$ cat config.mk
export PLATFORM = sky130hd
export DESIGN_NAME = e1pm_top
export DESIGN_NICKNAME = d
export VERILOG_FILES = /design/src/e1pm_pkg.sv /design/src/e1pm_top.sv /design/src/e1pm_counter.sv
export SDC_FILE = /design/constraint.sdc
export NUM_CORES = 1
export LEC_CHECK = 0
export BUFFER_PORTS_ARGS = -buffer_cell sky130_fd_sc_hd__clkbuf_2
export CAP_MARGIN = 25
export CELL_PAD_IN_SITES_DETAIL_PLACEMENT = 1
export CELL_PAD_IN_SITES_GLOBAL_PLACEMENT = 1
export CORE_MARGIN = 2
export CORE_UTILIZATION = 45
export CTS_CLUSTER_DIAMETER = 80
export DETAILED_ROUTE_END_ITERATION = 7
export GPL_ROUTABILITY_DRIVEN = 0
export MAX_ROUTING_LAYER = met4
export PLACE_DENSITY_LB_ADDON = 0.1
export SLEW_MARGIN = 20
export SYNTH_ARGS = -nofsm -noshare
export SYNTH_HDL_FRONTEND = slang
export SYNTH_SLANG_ARGS = --single-unit
$ cat constraint.sdc
create_clock -name mclk -period 2.14 [get_ports mclk]
set_input_delay 0.321 -clock mclk [delete_from_list [all_inputs] [get_ports mclk]]
set_output_delay 0.321 -clock mclk [all_outputs]
set_load 0.02 [all_outputs]
$ cat src/e1pm_pkg.sv
// Notes on behaviour
// (RL1) A timeslot change flag sets when its received signaling bits change.
// (RL2) Writing one clears a change flag; zero leaves it; reads show it.
// (RL3) Last flag register: bits 5..0 are timeslots 31..26; bits 7..6 reserved.
// (RL4) A zero-to-one step of the snapshot trigger bit refreshes all snapshots.
// (RL5) With auto snapshot enabled, all snapshots refresh once every second.
// (RL6) CRC-4 errors: 10-bit count, bits 7..0 then bits 9..8.
// (RL7) Framing bit or pattern errors: multi-byte count, low byte first.
// (RL8) Alignment position changes: 3-bit count.
// (RL9) Loss of basic frame sync events: 5-bit count in bits 4..0.
// (RL10) Pattern detector bit errors: 16-bit count, low byte then high byte.
// (RL11) Line code violations: bipolar in AMI mode, code violations in HDB3 mode.
// (RL12) Near-end CRC errors: 10-bit count over two registers.
// (RL13) Far end block error indications: 10-bit count over two registers.
// (RL14) Near-end far-end block errors: low eight bits in their own register.
// (RL15) With the change interrupt enabled, interrupt is high while any flag set.
// (RL16) Bits 9..8 of the near-end far-end count sit in the next register.
// (RL17) Snapshot copies all live counts at once and restarts them losslessly.
package e1pm_pkg;
  // ****************************************
  // Register indexes (byte address = 4 x index)
  // ****************************************
  localparam logic [7:0] IDX_CRC_LO = 8'h00;
  localparam logic [7:0] IDX_CRC_HI = 8'h01;
  localparam logic [7:0] IDX_FRAME_LO = 8'h02;
  localparam logic [7:0] IDX_FRAME_HI = 8'h03;
  localparam logic [7:0] IDX_SHIFT = 8'h04;
  localparam logic [7:0] IDX_LOSS = 8'h05;
  localparam logic [7:0] IDX_PAT_LO = 8'h06;
  localparam logic [7:0] IDX_PAT_HI = 8'h07;
  localparam logic [7:0] IDX_VIOL_LO = 8'h08;
  localparam logic [7:0] IDX_VIOL_HI = 8'h09;
  localparam logic [7:0] IDX_NCRC_LO = 8'h0A;
  localparam logic [7:0] IDX_NCRC_HI = 8'h0B;
  localparam logic [7:0] IDX_FAR_LO = 8'h0C;
  localparam logic [7:0] IDX_FAR_HI = 8'h0D;
  localparam logic [7:0] IDX_NFE_LO = 8'h0E;
  localparam logic [7:0] IDX_NFE_HI = 8'h0F;
  localparam logic [7:0] IDX_SNAP_CTRL = 8'hC2;
  localparam logic [7:0] IDX_SIG_CFG = 8'hD2;
  localparam logic [7:0] IDX_SIG_FLAGS3 = 8'hD9;
  localparam int ADDR_W = 12;
  localparam int IDX_LSB = 2;
  // ****************************************
  // Field positions and widths
  // ****************************************
  localparam int AUTO_BIT = 0;   // auto_snapshot_each_second
  localparam int TRIG_BIT = 1;   // counter_snapshot_trigger
  localparam int HDB3_BIT = 2;   // 1 = HDB3 decoding, 0 = AMI
  localparam int IRQ_EN_BIT = 1; // signaling_change_irq_enable
  localparam int HI_POS = 4;     // upper two bits of 10-bit counts sit at 5..4
  localparam int NUM_FLAGS = 6;
  localparam logic [4:0] FIRST_TS = 5'h1A;
  localparam int CRC_W = 10;
  localparam int FRAME_W = 12;
  localparam int SHIFT_W = 3;
  localparam int LOSS_W = 5;
  localparam int PAT_W = 16;
  localparam int VIOL_W = 16;
  localparam int NCRC_W = 10;
  localparam int FAR_W = 10;
  localparam int NFE_W = 10;
  localparam logic [7:0] RST_BYTE = 8'h00;
  // ****************************************
  // Bus answers and timing
  // ****************************************
  localparam logic [1:0] RESP_OKAY = 2'h0;
  localparam logic [1:0] RESP_SLVERR = 2'h2;
  localparam longint CLK_PERIOD_NS = 20;
  localparam longint SECOND_NS = 1000000000;
  localparam longint SECOND_CYCLES = SECOND_NS / CLK_PERIOD_NS;
endpackage

$ cat src/e1pm_top.sv
`timescale 1ns/1ns
// E1 receive performance counters and last signaling change flags
module e1pm_top #(
  parameter longint ONE_SEC_CYCLES = e1pm_pkg::SECOND_CYCLES
) (
  input wire logic mclk,
  input wire logic resetn,
  // AXI4-Lite slave
  input wire logic [e1pm_pkg::ADDR_W-1:0] s_axi_awaddr,
  input wire logic s_axi_awvalid,
  output logic s_axi_awready,
  input wire logic [31:0] s_axi_wdata,
  input wire logic [3:0] s_axi_wstrb,
  input wire logic s_axi_wvalid,
  output logic s_axi_wready,
  output logic [1:0] s_axi_bresp,
  output logic s_axi_bvalid,
  input wire logic s_axi_bready,
  input wire logic [e1pm_pkg::ADDR_W-1:0] s_axi_araddr,
  input wire logic s_axi_arvalid,
  output logic s_axi_arready,
  output logic [31:0] s_axi_rdata,
  output logic [1:0] s_axi_rresp,
  output logic s_axi_rvalid,
  input wire logic s_axi_rready,
  // Framer event pulses, one cycle each, on mclk
  input wire logic crc4_err_pulse,
  input wire logic framing_err_pulse,
  input wire logic align_shift_pulse,
  input wire logic frame_loss_pulse,
  input wire logic pattern_err_pulse,
  input wire logic bipolar_viol_pulse,
  input wire logic hdb3_viol_pulse,
  input wire logic near_crc_err_pulse,
  input wire logic far_block_err_pulse,
  input wire logic near_far_err_pulse,
  // Extracted signaling word for one timeslot
  input wire logic sig_valid,
  input wire logic [4:0] sig_timeslot,
  input wire logic [3:0] sig_abcd,
  output logic signaling_irq
);
  import e1pm_pkg::*;

  // ****************************************
  // Bus slave state
  // ****************************************
  logic awready_q;
  logic wready_q;
  logic bvalid_q;
  logic [1:0] bresp_q;
  logic arready_q;
  logic rvalid_q;
  logic [31:0] rdata_q;
  logic [1:0] rresp_q;
  logic [7:0] rd_byte;
  logic rd_hit;

  // Writes are taken only when address and data are both present
  wire wr_start = s_axi_awvalid && s_axi_wvalid && !awready_q && !bvalid_q;
  wire wr_fire = awready_q && s_axi_awvalid;
  wire [7:0] wr_idx = s_axi_awaddr[IDX_LSB +: 8];
  wire wr_lane0 = wr_fire && s_axi_wstrb[0];
  wire rd_start = s_axi_arvalid && !arready_q && !rvalid_q;
  wire rd_fire = arready_q && s_axi_arvalid;
  wire [7:0] rd_idx = s_axi_araddr[IDX_LSB +: 8];
  wire [ADDR_W-1:0] byte_mask = ADDR_W'(3);
  wire wr_aligned = (s_axi_awaddr & byte_mask) == '0;
  wire rd_aligned = (s_axi_araddr & byte_mask) == '0;

  // ****************************************
  // Software control registers
  // ****************************************
  logic auto_snap_q;
  logic trig_q;
  logic hdb3_mode_q;
  logic sig_irq_en_q;
  logic trig_prev_q;
  wire ctrl_wr = wr_lane0 && wr_aligned && (wr_idx == IDX_SNAP_CTRL);
  wire cfg_wr = wr_lane0 && wr_aligned && (wr_idx == IDX_SIG_CFG);
  wire flag_wr = wr_lane0 && wr_aligned && (wr_idx == IDX_SIG_FLAGS3);

  // Control bits written by software
  always_ff @(posedge mclk or negedge resetn) begin
    if (!resetn) begin
      auto_snap_q <= 1'b0;
      trig_q <= 1'b0;
      hdb3_mode_q <= 1'b0;
      sig_irq_en_q <= 1'b0;
    end else begin
      if (ctrl_wr) begin
        auto_snap_q <= s_axi_wdata[AUTO_BIT];
        trig_q <= s_axi_wdata[TRIG_BIT];
        hdb3_mode_q <= s_axi_wdata[HDB3_BIT];
      end
      if (cfg_wr) begin
        sig_irq_en_q <= s_axi_wdata[IRQ_EN_BIT];
      end
    end
  end

  // ****************************************
  // Snapshot timing
  // ****************************************
  logic [31:0] sec_cnt_q;
  logic sec_tick_q;
  localparam logic [31:0] SEC_LAST = 32'(ONE_SEC_CYCLES - 1);
  wire sec_wrap = (sec_cnt_q == SEC_LAST);

  // One-second divider; free running so the period stays exact
  always_ff @(posedge mclk or negedge resetn) begin
    if (!resetn) begin
      sec_cnt_q <= '0;
      sec_tick_q <= 1'b0;
    end else begin
      sec_cnt_q <= sec_wrap ? '0 : sec_cnt_q + 32'h1;
      sec_tick_q <= sec_wrap;
    end
  end

  // Trigger bit history for edge detection
  always_ff @(posedge mclk or negedge resetn) begin
    if (!resetn) begin
      trig_prev_q <= 1'b0;
    end else begin
      trig_prev_q <= trig_q;
    end
  end

  // Rewriting a one does not fire again; software must write zero first
  wire trig_rise = trig_q && !trig_prev_q; // see (RL4)
  wire auto_fire = auto_snap_q && sec_tick_q; // see (RL5)
  wire snap = trig_rise || auto_fire; // see (RL4) see (RL5)

  // ****************************************
  // Counters
  // ****************************************
  logic [CRC_W-1:0] crc_snap;
  logic [FRAME_W-1:0] frame_snap;
  logic [SHIFT_W-1:0] shift_snap;
  logic [LOSS_W-1:0] loss_snap;
  logic [PAT_W-1:0] pat_snap;
  logic [VIOL_W-1:0] viol_snap;
  logic [NCRC_W-1:0] ncrc_snap;
  logic [FAR_W-1:0] far_snap;
  logic [NFE_W-1:0] nfe_snap;

  // Only the violation type of the active line code is counted
  wire viol_event = hdb3_mode_q ? hdb3_viol_pulse : bipolar_viol_pulse; // see (RL11)

  e1pm_counter #(.W(CRC_W)) u_crc ( // see (RL6)
    .mclk(mclk),
    .resetn(resetn),
    .event_pulse(crc4_err_pulse),
    .snap(snap),
    .snapshot_q(crc_snap)
  );
  e1pm_counter #(.W(FRAME_W)) u_frame ( // see (RL7)
    .mclk(mclk),
    .resetn(resetn),
    .event_pulse(framing_err_pulse),
    .snap(snap),
    .snapshot_q(frame_snap)
  );
  e1pm_counter #(.W(SHIFT_W)) u_shift ( // see (RL8)
    .mclk(mclk),
    .resetn(resetn),
    .event_pulse(align_shift_pulse),
    .snap(snap),
    .snapshot_q(shift_snap)
  );
  e1pm_counter #(.W(LOSS_W)) u_loss ( // see (RL9)
    .mclk(mclk),
    .resetn(resetn),
    .event_pulse(frame_loss_pulse),
    .snap(snap),
    .snapshot_q(loss_snap)
  );
  e1pm_counter #(.W(PAT_W)) u_pat ( // see (RL10)
    .mclk(mclk),
    .resetn(resetn),
    .event_pulse(pattern_err_pulse),
    .snap(snap),
    .snapshot_q(pat_snap)
  );
  e1pm_counter #(.W(VIOL_W)) u_viol ( // see (RL11)
    .mclk(mclk),
    .resetn(resetn),
    .event_pulse(viol_event),
    .snap(snap),
    .snapshot_q(viol_snap)
  );
  e1pm_counter #(.W(NCRC_W)) u_ncrc ( // see (RL12)
    .mclk(mclk),
    .resetn(resetn),
    .event_pulse(near_crc_err_pulse),
    .snap(snap),
    .snapshot_q(ncrc_snap)
  );
  e1pm_counter #(.W(FAR_W)) u_far ( // see (RL13)
    .mclk(mclk),
    .resetn(resetn),
    .event_pulse(far_block_err_pulse),
    .snap(snap),
    .snapshot_q(far_snap)
  );
  e1pm_counter #(.W(NFE_W)) u_nfe ( // see (RL14)
    .mclk(mclk),
    .resetn(resetn),
    .event_pulse(near_far_err_pulse),
    .snap(snap),
    .snapshot_q(nfe_snap)
  );

  // ****************************************
  // Signaling change flags, timeslots 26..31
  // ****************************************
  logic [3:0] last_abcd_q [NUM_FLAGS];
  logic [NUM_FLAGS-1:0] flags_q;
  logic [NUM_FLAGS-1:0] flag_set;
  logic [NUM_FLAGS-1:0] flag_clr;
  wire [4:0] ts_off = sig_timeslot - FIRST_TS;
  wire ts_in_range = (sig_timeslot >= FIRST_TS);

  // Bit i follows timeslot 26+i; a change against the held word sets it
  always_comb begin
    for (int i = 0; i < NUM_FLAGS; i++) begin
      flag_set[i] = sig_valid && ts_in_range && (ts_off == 5'(i))
                    && (sig_abcd != last_abcd_q[i]); // see (RL1) see (RL3)
      flag_clr[i] = flag_wr && s_axi_wdata[i]; // see (RL2)
    end
  end

  // Held words and sticky flags; a set in the clearing cycle survives
  always_ff @(posedge mclk or negedge resetn) begin
    if (!resetn) begin
      flags_q <= '0;
      for (int i = 0; i < NUM_FLAGS; i++) begin
        last_abcd_q[i] <= '0;
      end
    end else begin
      flags_q <= flag_set | (flags_q & ~flag_clr); // see (RL1) see (RL2)
      for (int i = 0; i < NUM_FLAGS; i++) begin
        if (flag_set[i]) begin
          last_abcd_q[i] <= sig_abcd;
        end
      end
    end
  end

  // Interrupt level follows the flags while enabled
  always_ff @(posedge mclk or negedge resetn) begin
    if (!resetn) begin
      signaling_irq <= 1'b0;
    end else begin
      signaling_irq <= sig_irq_en_q && (|flags_q); // see (RL15)
    end
  end

  // ****************************************
  // Read decode
  // ****************************************
  always_comb begin
    rd_byte = RST_BYTE;
    rd_hit = 1'b1;
    case (rd_idx)
      IDX_CRC_LO: rd_byte = crc_snap[7:0]; // see (RL6)
      IDX_CRC_HI: rd_byte = 8'(crc_snap[CRC_W-1:8]) << HI_POS;
      IDX_FRAME_LO: rd_byte = frame_snap[7:0]; // see (RL7)
      IDX_FRAME_HI: rd_byte = 8'(frame_snap[FRAME_W-1:8]);
      IDX_SHIFT: rd_byte = 8'(shift_snap); // see (RL8)
      IDX_LOSS: rd_byte = 8'(loss_snap); // see (RL9)
      IDX_PAT_LO: rd_byte = pat_snap[7:0]; // see (RL10)
      IDX_PAT_HI: rd_byte = pat_snap[15:8];
      IDX_VIOL_LO: rd_byte = viol_snap[7:0];
      IDX_VIOL_HI: rd_byte = viol_snap[15:8];
      IDX_NCRC_LO: rd_byte = ncrc_snap[7:0]; // see (RL12)
      IDX_NCRC_HI: rd_byte = 8'(ncrc_snap[NCRC_W-1:8]) << HI_POS;
      IDX_FAR_LO: rd_byte = far_snap[7:0]; // see (RL13)
      IDX_FAR_HI: rd_byte = 8'(far_snap[FAR_W-1:8]) << HI_POS;
      IDX_NFE_LO: rd_byte = nfe_snap[7:0]; // see (RL14)
      IDX_NFE_HI: rd_byte = 8'(nfe_snap[NFE_W-1:8]) << HI_POS; // see (RL16)
      IDX_SNAP_CTRL: rd_byte = 8'({hdb3_mode_q, trig_q, auto_snap_q});
      IDX_SIG_CFG: rd_byte = 8'({sig_irq_en_q, 1'b0});
      IDX_SIG_FLAGS3: rd_byte = 8'(flags_q); // see (RL2) see (RL3)
      default: rd_hit = 1'b0;
    endcase
    if (!rd_aligned) begin
      rd_hit = 1'b0;
      rd_byte = RST_BYTE;
    end
  end

  // Write target check; writes to read-only counters are accepted and dropped
  wire wr_hit = wr_aligned && ((wr_idx <= IDX_NFE_HI) || (wr_idx == IDX_SNAP_CTRL)
                || (wr_idx == IDX_SIG_CFG) || (wr_idx == IDX_SIG_FLAGS3));

  // ****************************************
  // Write channel handshake
  // ****************************************
  always_ff @(posedge mclk or negedge resetn) begin
    if (!resetn) begin
      awready_q <= 1'b0;
      wready_q <= 1'b0;
      bvalid_q <= 1'b0;
      bresp_q <= RESP_OKAY;
    end else begin
      awready_q <= wr_start;
      wready_q <= wr_start;
      if (wr_fire) begin
        bvalid_q <= 1'b1;
        bresp_q <= wr_hit ? RESP_OKAY : RESP_SLVERR;
      end else if (s_axi_bready) begin
        bvalid_q <= 1'b0;
      end
    end
  end

  // ****************************************
  // Read channel handshake
  // ****************************************
  always_ff @(posedge mclk or negedge resetn) begin
    if (!resetn) begin
      arready_q <= 1'b0;
      rvalid_q <= 1'b0;
      rdata_q <= '0;
      rresp_q <= RESP_OKAY;
    end else begin
      arready_q <= rd_start;
      if (rd_fire) begin
        rvalid_q <= 1'b1;
        rdata_q <= {24'h000000, rd_byte};
        rresp_q <= rd_hit ? RESP_OKAY : RESP_SLVERR;
      end else if (s_axi_rready) begin
        rvalid_q <= 1'b0;
      end
    end
  end

  assign s_axi_awready = awready_q;
  assign s_axi_wready = wready_q;
  assign s_axi_bvalid = bvalid_q;
  assign s_axi_bresp = bresp_q;
  assign s_axi_arready = arready_q;
  assign s_axi_rvalid = rvalid_q;
  assign s_axi_rdata = rdata_q;
  assign s_axi_rresp = rresp_q;
endmodule

$ cat src/e1pm_counter.sv
`timescale 1ns/1ns
// Live event counter with a snapshot register
module e1pm_counter #(
  parameter int W = 10
) (
  input wire logic mclk,
  input wire logic resetn,
  input wire logic event_pulse,
  input wire logic snap,
  output logic [W-1:0] snapshot_q
);
  logic [W-1:0] live_q;
  logic [W-1:0] live_d;
  logic [W-1:0] next_count;
  wire at_max = &live_q;

  // Saturate rather than wrap so a stuck error source never reads as few errors
  assign next_count = (event_pulse && !at_max) ? live_q + W'(1) : live_q;
  // Restart at the coincident event so nothing is lost across a snapshot
  assign live_d = snap ? {{(W-1){1'b0}}, event_pulse} : next_count; // see (RL17)

  // Live count and its held copy
  always_ff @(posedge mclk or negedge resetn) begin
    if (!resetn) begin
      live_q <= '0;
      snapshot_q <= '0;
    end else begin
      live_q <= live_d;
      if (snap) begin
        snapshot_q <= live_q; // see (RL17)
      end
    end
  end
endmodule

==> impl_metrics.tcl <==
set metrics [dict create \
    worstSetupEndpointType "flop" \
    synth_top_area_share_pct 50.42 \
    start_kind "flop" \
    drt-wirelength-per-cell_um 18.81 \
    hold_end "s_axi_bvalid" \
    rrSetupSlack_ns 0.18 \
    max_slew_margin_pct 58.96 \
    cts_tree "built" \
    grt-ovfl-total 0 \
    area_delta_synth_final_pct 17.44 \
    vias 10710 \
    core.rowCount 62 \
    setup_viol 0 \
    finalHoldViolCount 0 \
    crit_chain "ha_1 -> nand3_1 -> or3_1 -> o211ai_1 -> xor2_1 -> nor2_1" \
    nets 1617 \
    worstHoldPathType "in -> reg" \
    clk_pin_slew_ns 0.06 \
    rsz0062_at_grt "no" \
    ys_seq_elements 267 \
    cts_hold_buf 4 \
    rr_endpoint "u_pat.live_q[9]" \
    r2r-start "u_pat.live_q[0]" \
    ys.flop_type "dfrtp_1" \
    grt_use_total_pct 24.76 \
    path_delay_family "simple AND/OR/NAND/NOR gates" \
    reg2regPathDepth 6 \
    final_util_pct 53.93 \
    cts_setup_buffers 0 \
    fillCellCount 3303 \
    hp-start "s_axi_bready" \
    drive_gt1_share_pct 15.83 \
    die_y_um 175.6 \
    outcome "completed" \
    ctsRootBufferMaster "clkbuf_16" \
    syn_area_per_cell_um2 9.473 \
    period_minus_slack_ns 1.960 \
    clkSinkCount 267 \
    crit_arrival_ns 2.39 \
    vdd.ir_drop.worst_mv 0.6843 \
    antenna_found_initial 0 \
    synth_area_um2 13250 \
    critPathKind "reg -> reg" \
    yosysWarningCount 0 \
    ys_async_sr_fraction_pct 100.0 \
    drt-vias-per-instance 5.564 \
    p_per_area_nw_per_um2 882.5 \
    numCtsBuffers 30 \
    yosysTopAreaCell "dfrtp_1" \
    cts_resized 0 \
    drc 0 \
    die_x_um 175.6 \
    tns_ns 0 \
    hold_depth 3 \
    cts.htree.levels 1 \
    core_um2 28860 \
    io_buffers 69 \
    drt_pre_antenna_iters 4 \
    worstPathRequired_ns 2.57 \
    grt_pass1_wl_mm 59.73 \
    slew_viol_final 0 \
    diodes 0 \
    grt_pass1_vias 11200 \
    crit_slowest_cell "or3_1" \
    yosysSeqAreaShare_pct 50.42 \
    clk_path_buf_depth 3 \
    die_area_um2 30840 \
    place_hpwl_mm 25.98 \
    ant_nets 0 \
    start_util_pct 45.92 \
    drt_wl_total_mm 36.20 \
    synth.distinct_cells 75 \
    max_clock_freq_ghz 0.5102 \
    synthTopCellsByArea "dfrtp_1, nand2_1, xor2_1" \
    fin_skew_ns 0.01048 \
    grt_max_degree 62 \
    drtIter0Drc 818 \
    insertion_delay_ns 0.55 \
    finalCritPeriodShare_pct 91.59 \
    p_leak_nw 7.460 \
    post-synth-top-count-cell "nand2_1" \
    max_stage_delay_ns 0.53 \
    worst_pin_slew_ns 0.6132 \
    max_cap_viol_count 0 \
    io_pins 129 \
    synth_cells 1399 \
    synth_common_cells "nand2_1, dfrtp_1, nor2_1, xor2_1, nand3_1" \
    cp_max_fo 10 \
    synth_edf_count 0 \
    cp_num_buf_inv 0 \
]
==> worst max-delay path by stage <==
stage | startpoint | endpoint | slack [ns] | cells past startpoint
after global placement | s_axi_araddr[2] | s_axi_rdata[4] | 0.08 | 7
after detailed placement | s_axi_araddr[2] | s_axi_rdata[2] | 0.02 | 7
final | u_pat.live_q[0] | u_pat.live_q[9] | 0.18 | 6
after floorplan | sec_cnt_q[8] | sec_cnt_q[15] | 0.20 | 6
after CTS | u_pat.live_q[0] | u_pat.live_q[9] | 0.16 | 6
after global routing | u_pat.live_q[0] | u_pat.live_q[9] | 0.03 | 6
==> layer usage <==
metal / global-route usage (%) / vias to the layer above / share of wire, %
li1: - / 5053 / -
met1: 33.26 / 5376 / 46
met2: 39.83 / 221 / 47
met3: 3.225 / 61 / 3.8
met4: 6.715 / 0 / 2.9
met5: - / - / 0
==> cells by family after synthesis <==
group	after synthesis	synth area share, %
buffers and inverters	105	3.861
AO/OA/AOI/OAI	171	9.073
XOR/XNOR	104	6.873
flip-flops	267	50.42
other	1	0.02830
AND/OR/NAND/NOR	682	23.78
adder cells (fa/ha/maj)	13	1.227
multiplexers	56	4.739
==> sequential cells by signal (all words and copies together) (netlist names), 12 cells and up <==
name	cells
u_pat.live_q	16
u_viol.live_q	16
u_frame.live_q	12
sec_cnt_q	32
u_pat.snapshot_q	16
u_frame.snapshot_q	12
u_viol.snapshot_q	16
last_abcd_q	24
==> layout make-up <==
| class | instances | area, um2 | area share (%) |
|---|---|---|---|
| multi-input combinational | 1052 | 6178 | 39.70 |
| tap | 384 | 480.5 | 3.087 |
| inverter | 17 | 63.81 | 0.4100 |
| clock inverter | 17 | 227.7 | 1.463 |
| sequential | 267 | 6681 | 42.93 |
| clock buffer | 39 | 865.8 | 5.563 |
| timing repair buffer | 149 | 1066 | 6.849 |
==> stage by stage <==
step / std cells / area (um2) / worst slack, ns / power, mW / hold slack, ns
CTS: 1925 / 15560 / 0.1634 / 13.89 / 0.0005254
detailed placement: 1865 / 14430 / 0.02418 / 8.184 / 0.2553
floorplan: 1424 / 13350 / 0.2023 / 7.475 / 0.02541
global route: 1925 / 15560 / 0.03085 / 14.41 / 0.02720
finish: 1925 / 15560 / 0.1799 / 13.73 / 0.02182
global placement: 1865 / 14430 / 0.07685 / 8.067 / 0.2590
==> power by group <==
| part | internal (mW) | total [mW] | leakage [nW] | switching, mW |
|---|---|---|---|---|
| Clock | 3.45 | 5.61 | 0.530 | 2.16 |
| Combinational | 0.787 | 1.73 | 3.38 | 0.944 |
| Sequential | 5.65 | 6.39 | 3.54 | 0.739 |
| Total | 9.89 | 13.7 | 7.46 | 3.84 |
==> worst register-to-register path, delay by kind of cell (launching register included) <==
| family | cells | cell delay, ns |
|---|---|---|
| xor gates and xnor gates | 1 | 0.21 |
| and+or+nand+nor | 3 | 0.72 |
| DFF | 1 | 0.42 |
| adders and majority gates | 1 | 0.22 |
| AOI/OAI and AO/OA | 1 | 0.29 |
==> placed cells by master, fill, tap and decap left out, drive strengths merged, types with 5 or more instances in the layout <==
cell type and n:
o21ai 40, nor2 103, buf 77, nand3 47, or3 9, or4 7, a31oi 7, nand4 39
and4 9, conb 26, mux2 34, bufinv 5, nand4b 5, o211ai 13, a22oi 12, nand2b 8
nand2 349, clkbuf 107, a32oi 8, a21oi 27, nor4 14, and2 6, clkinv 8, inv 17
xnor2 39, ha 13, mux2i 20, dfrtp 267, nor2b 10, a22o 12, nor3 31, and3 28
xor2 65, o22ai 5
Note: power is estimated with default switching activity, not from simulation.
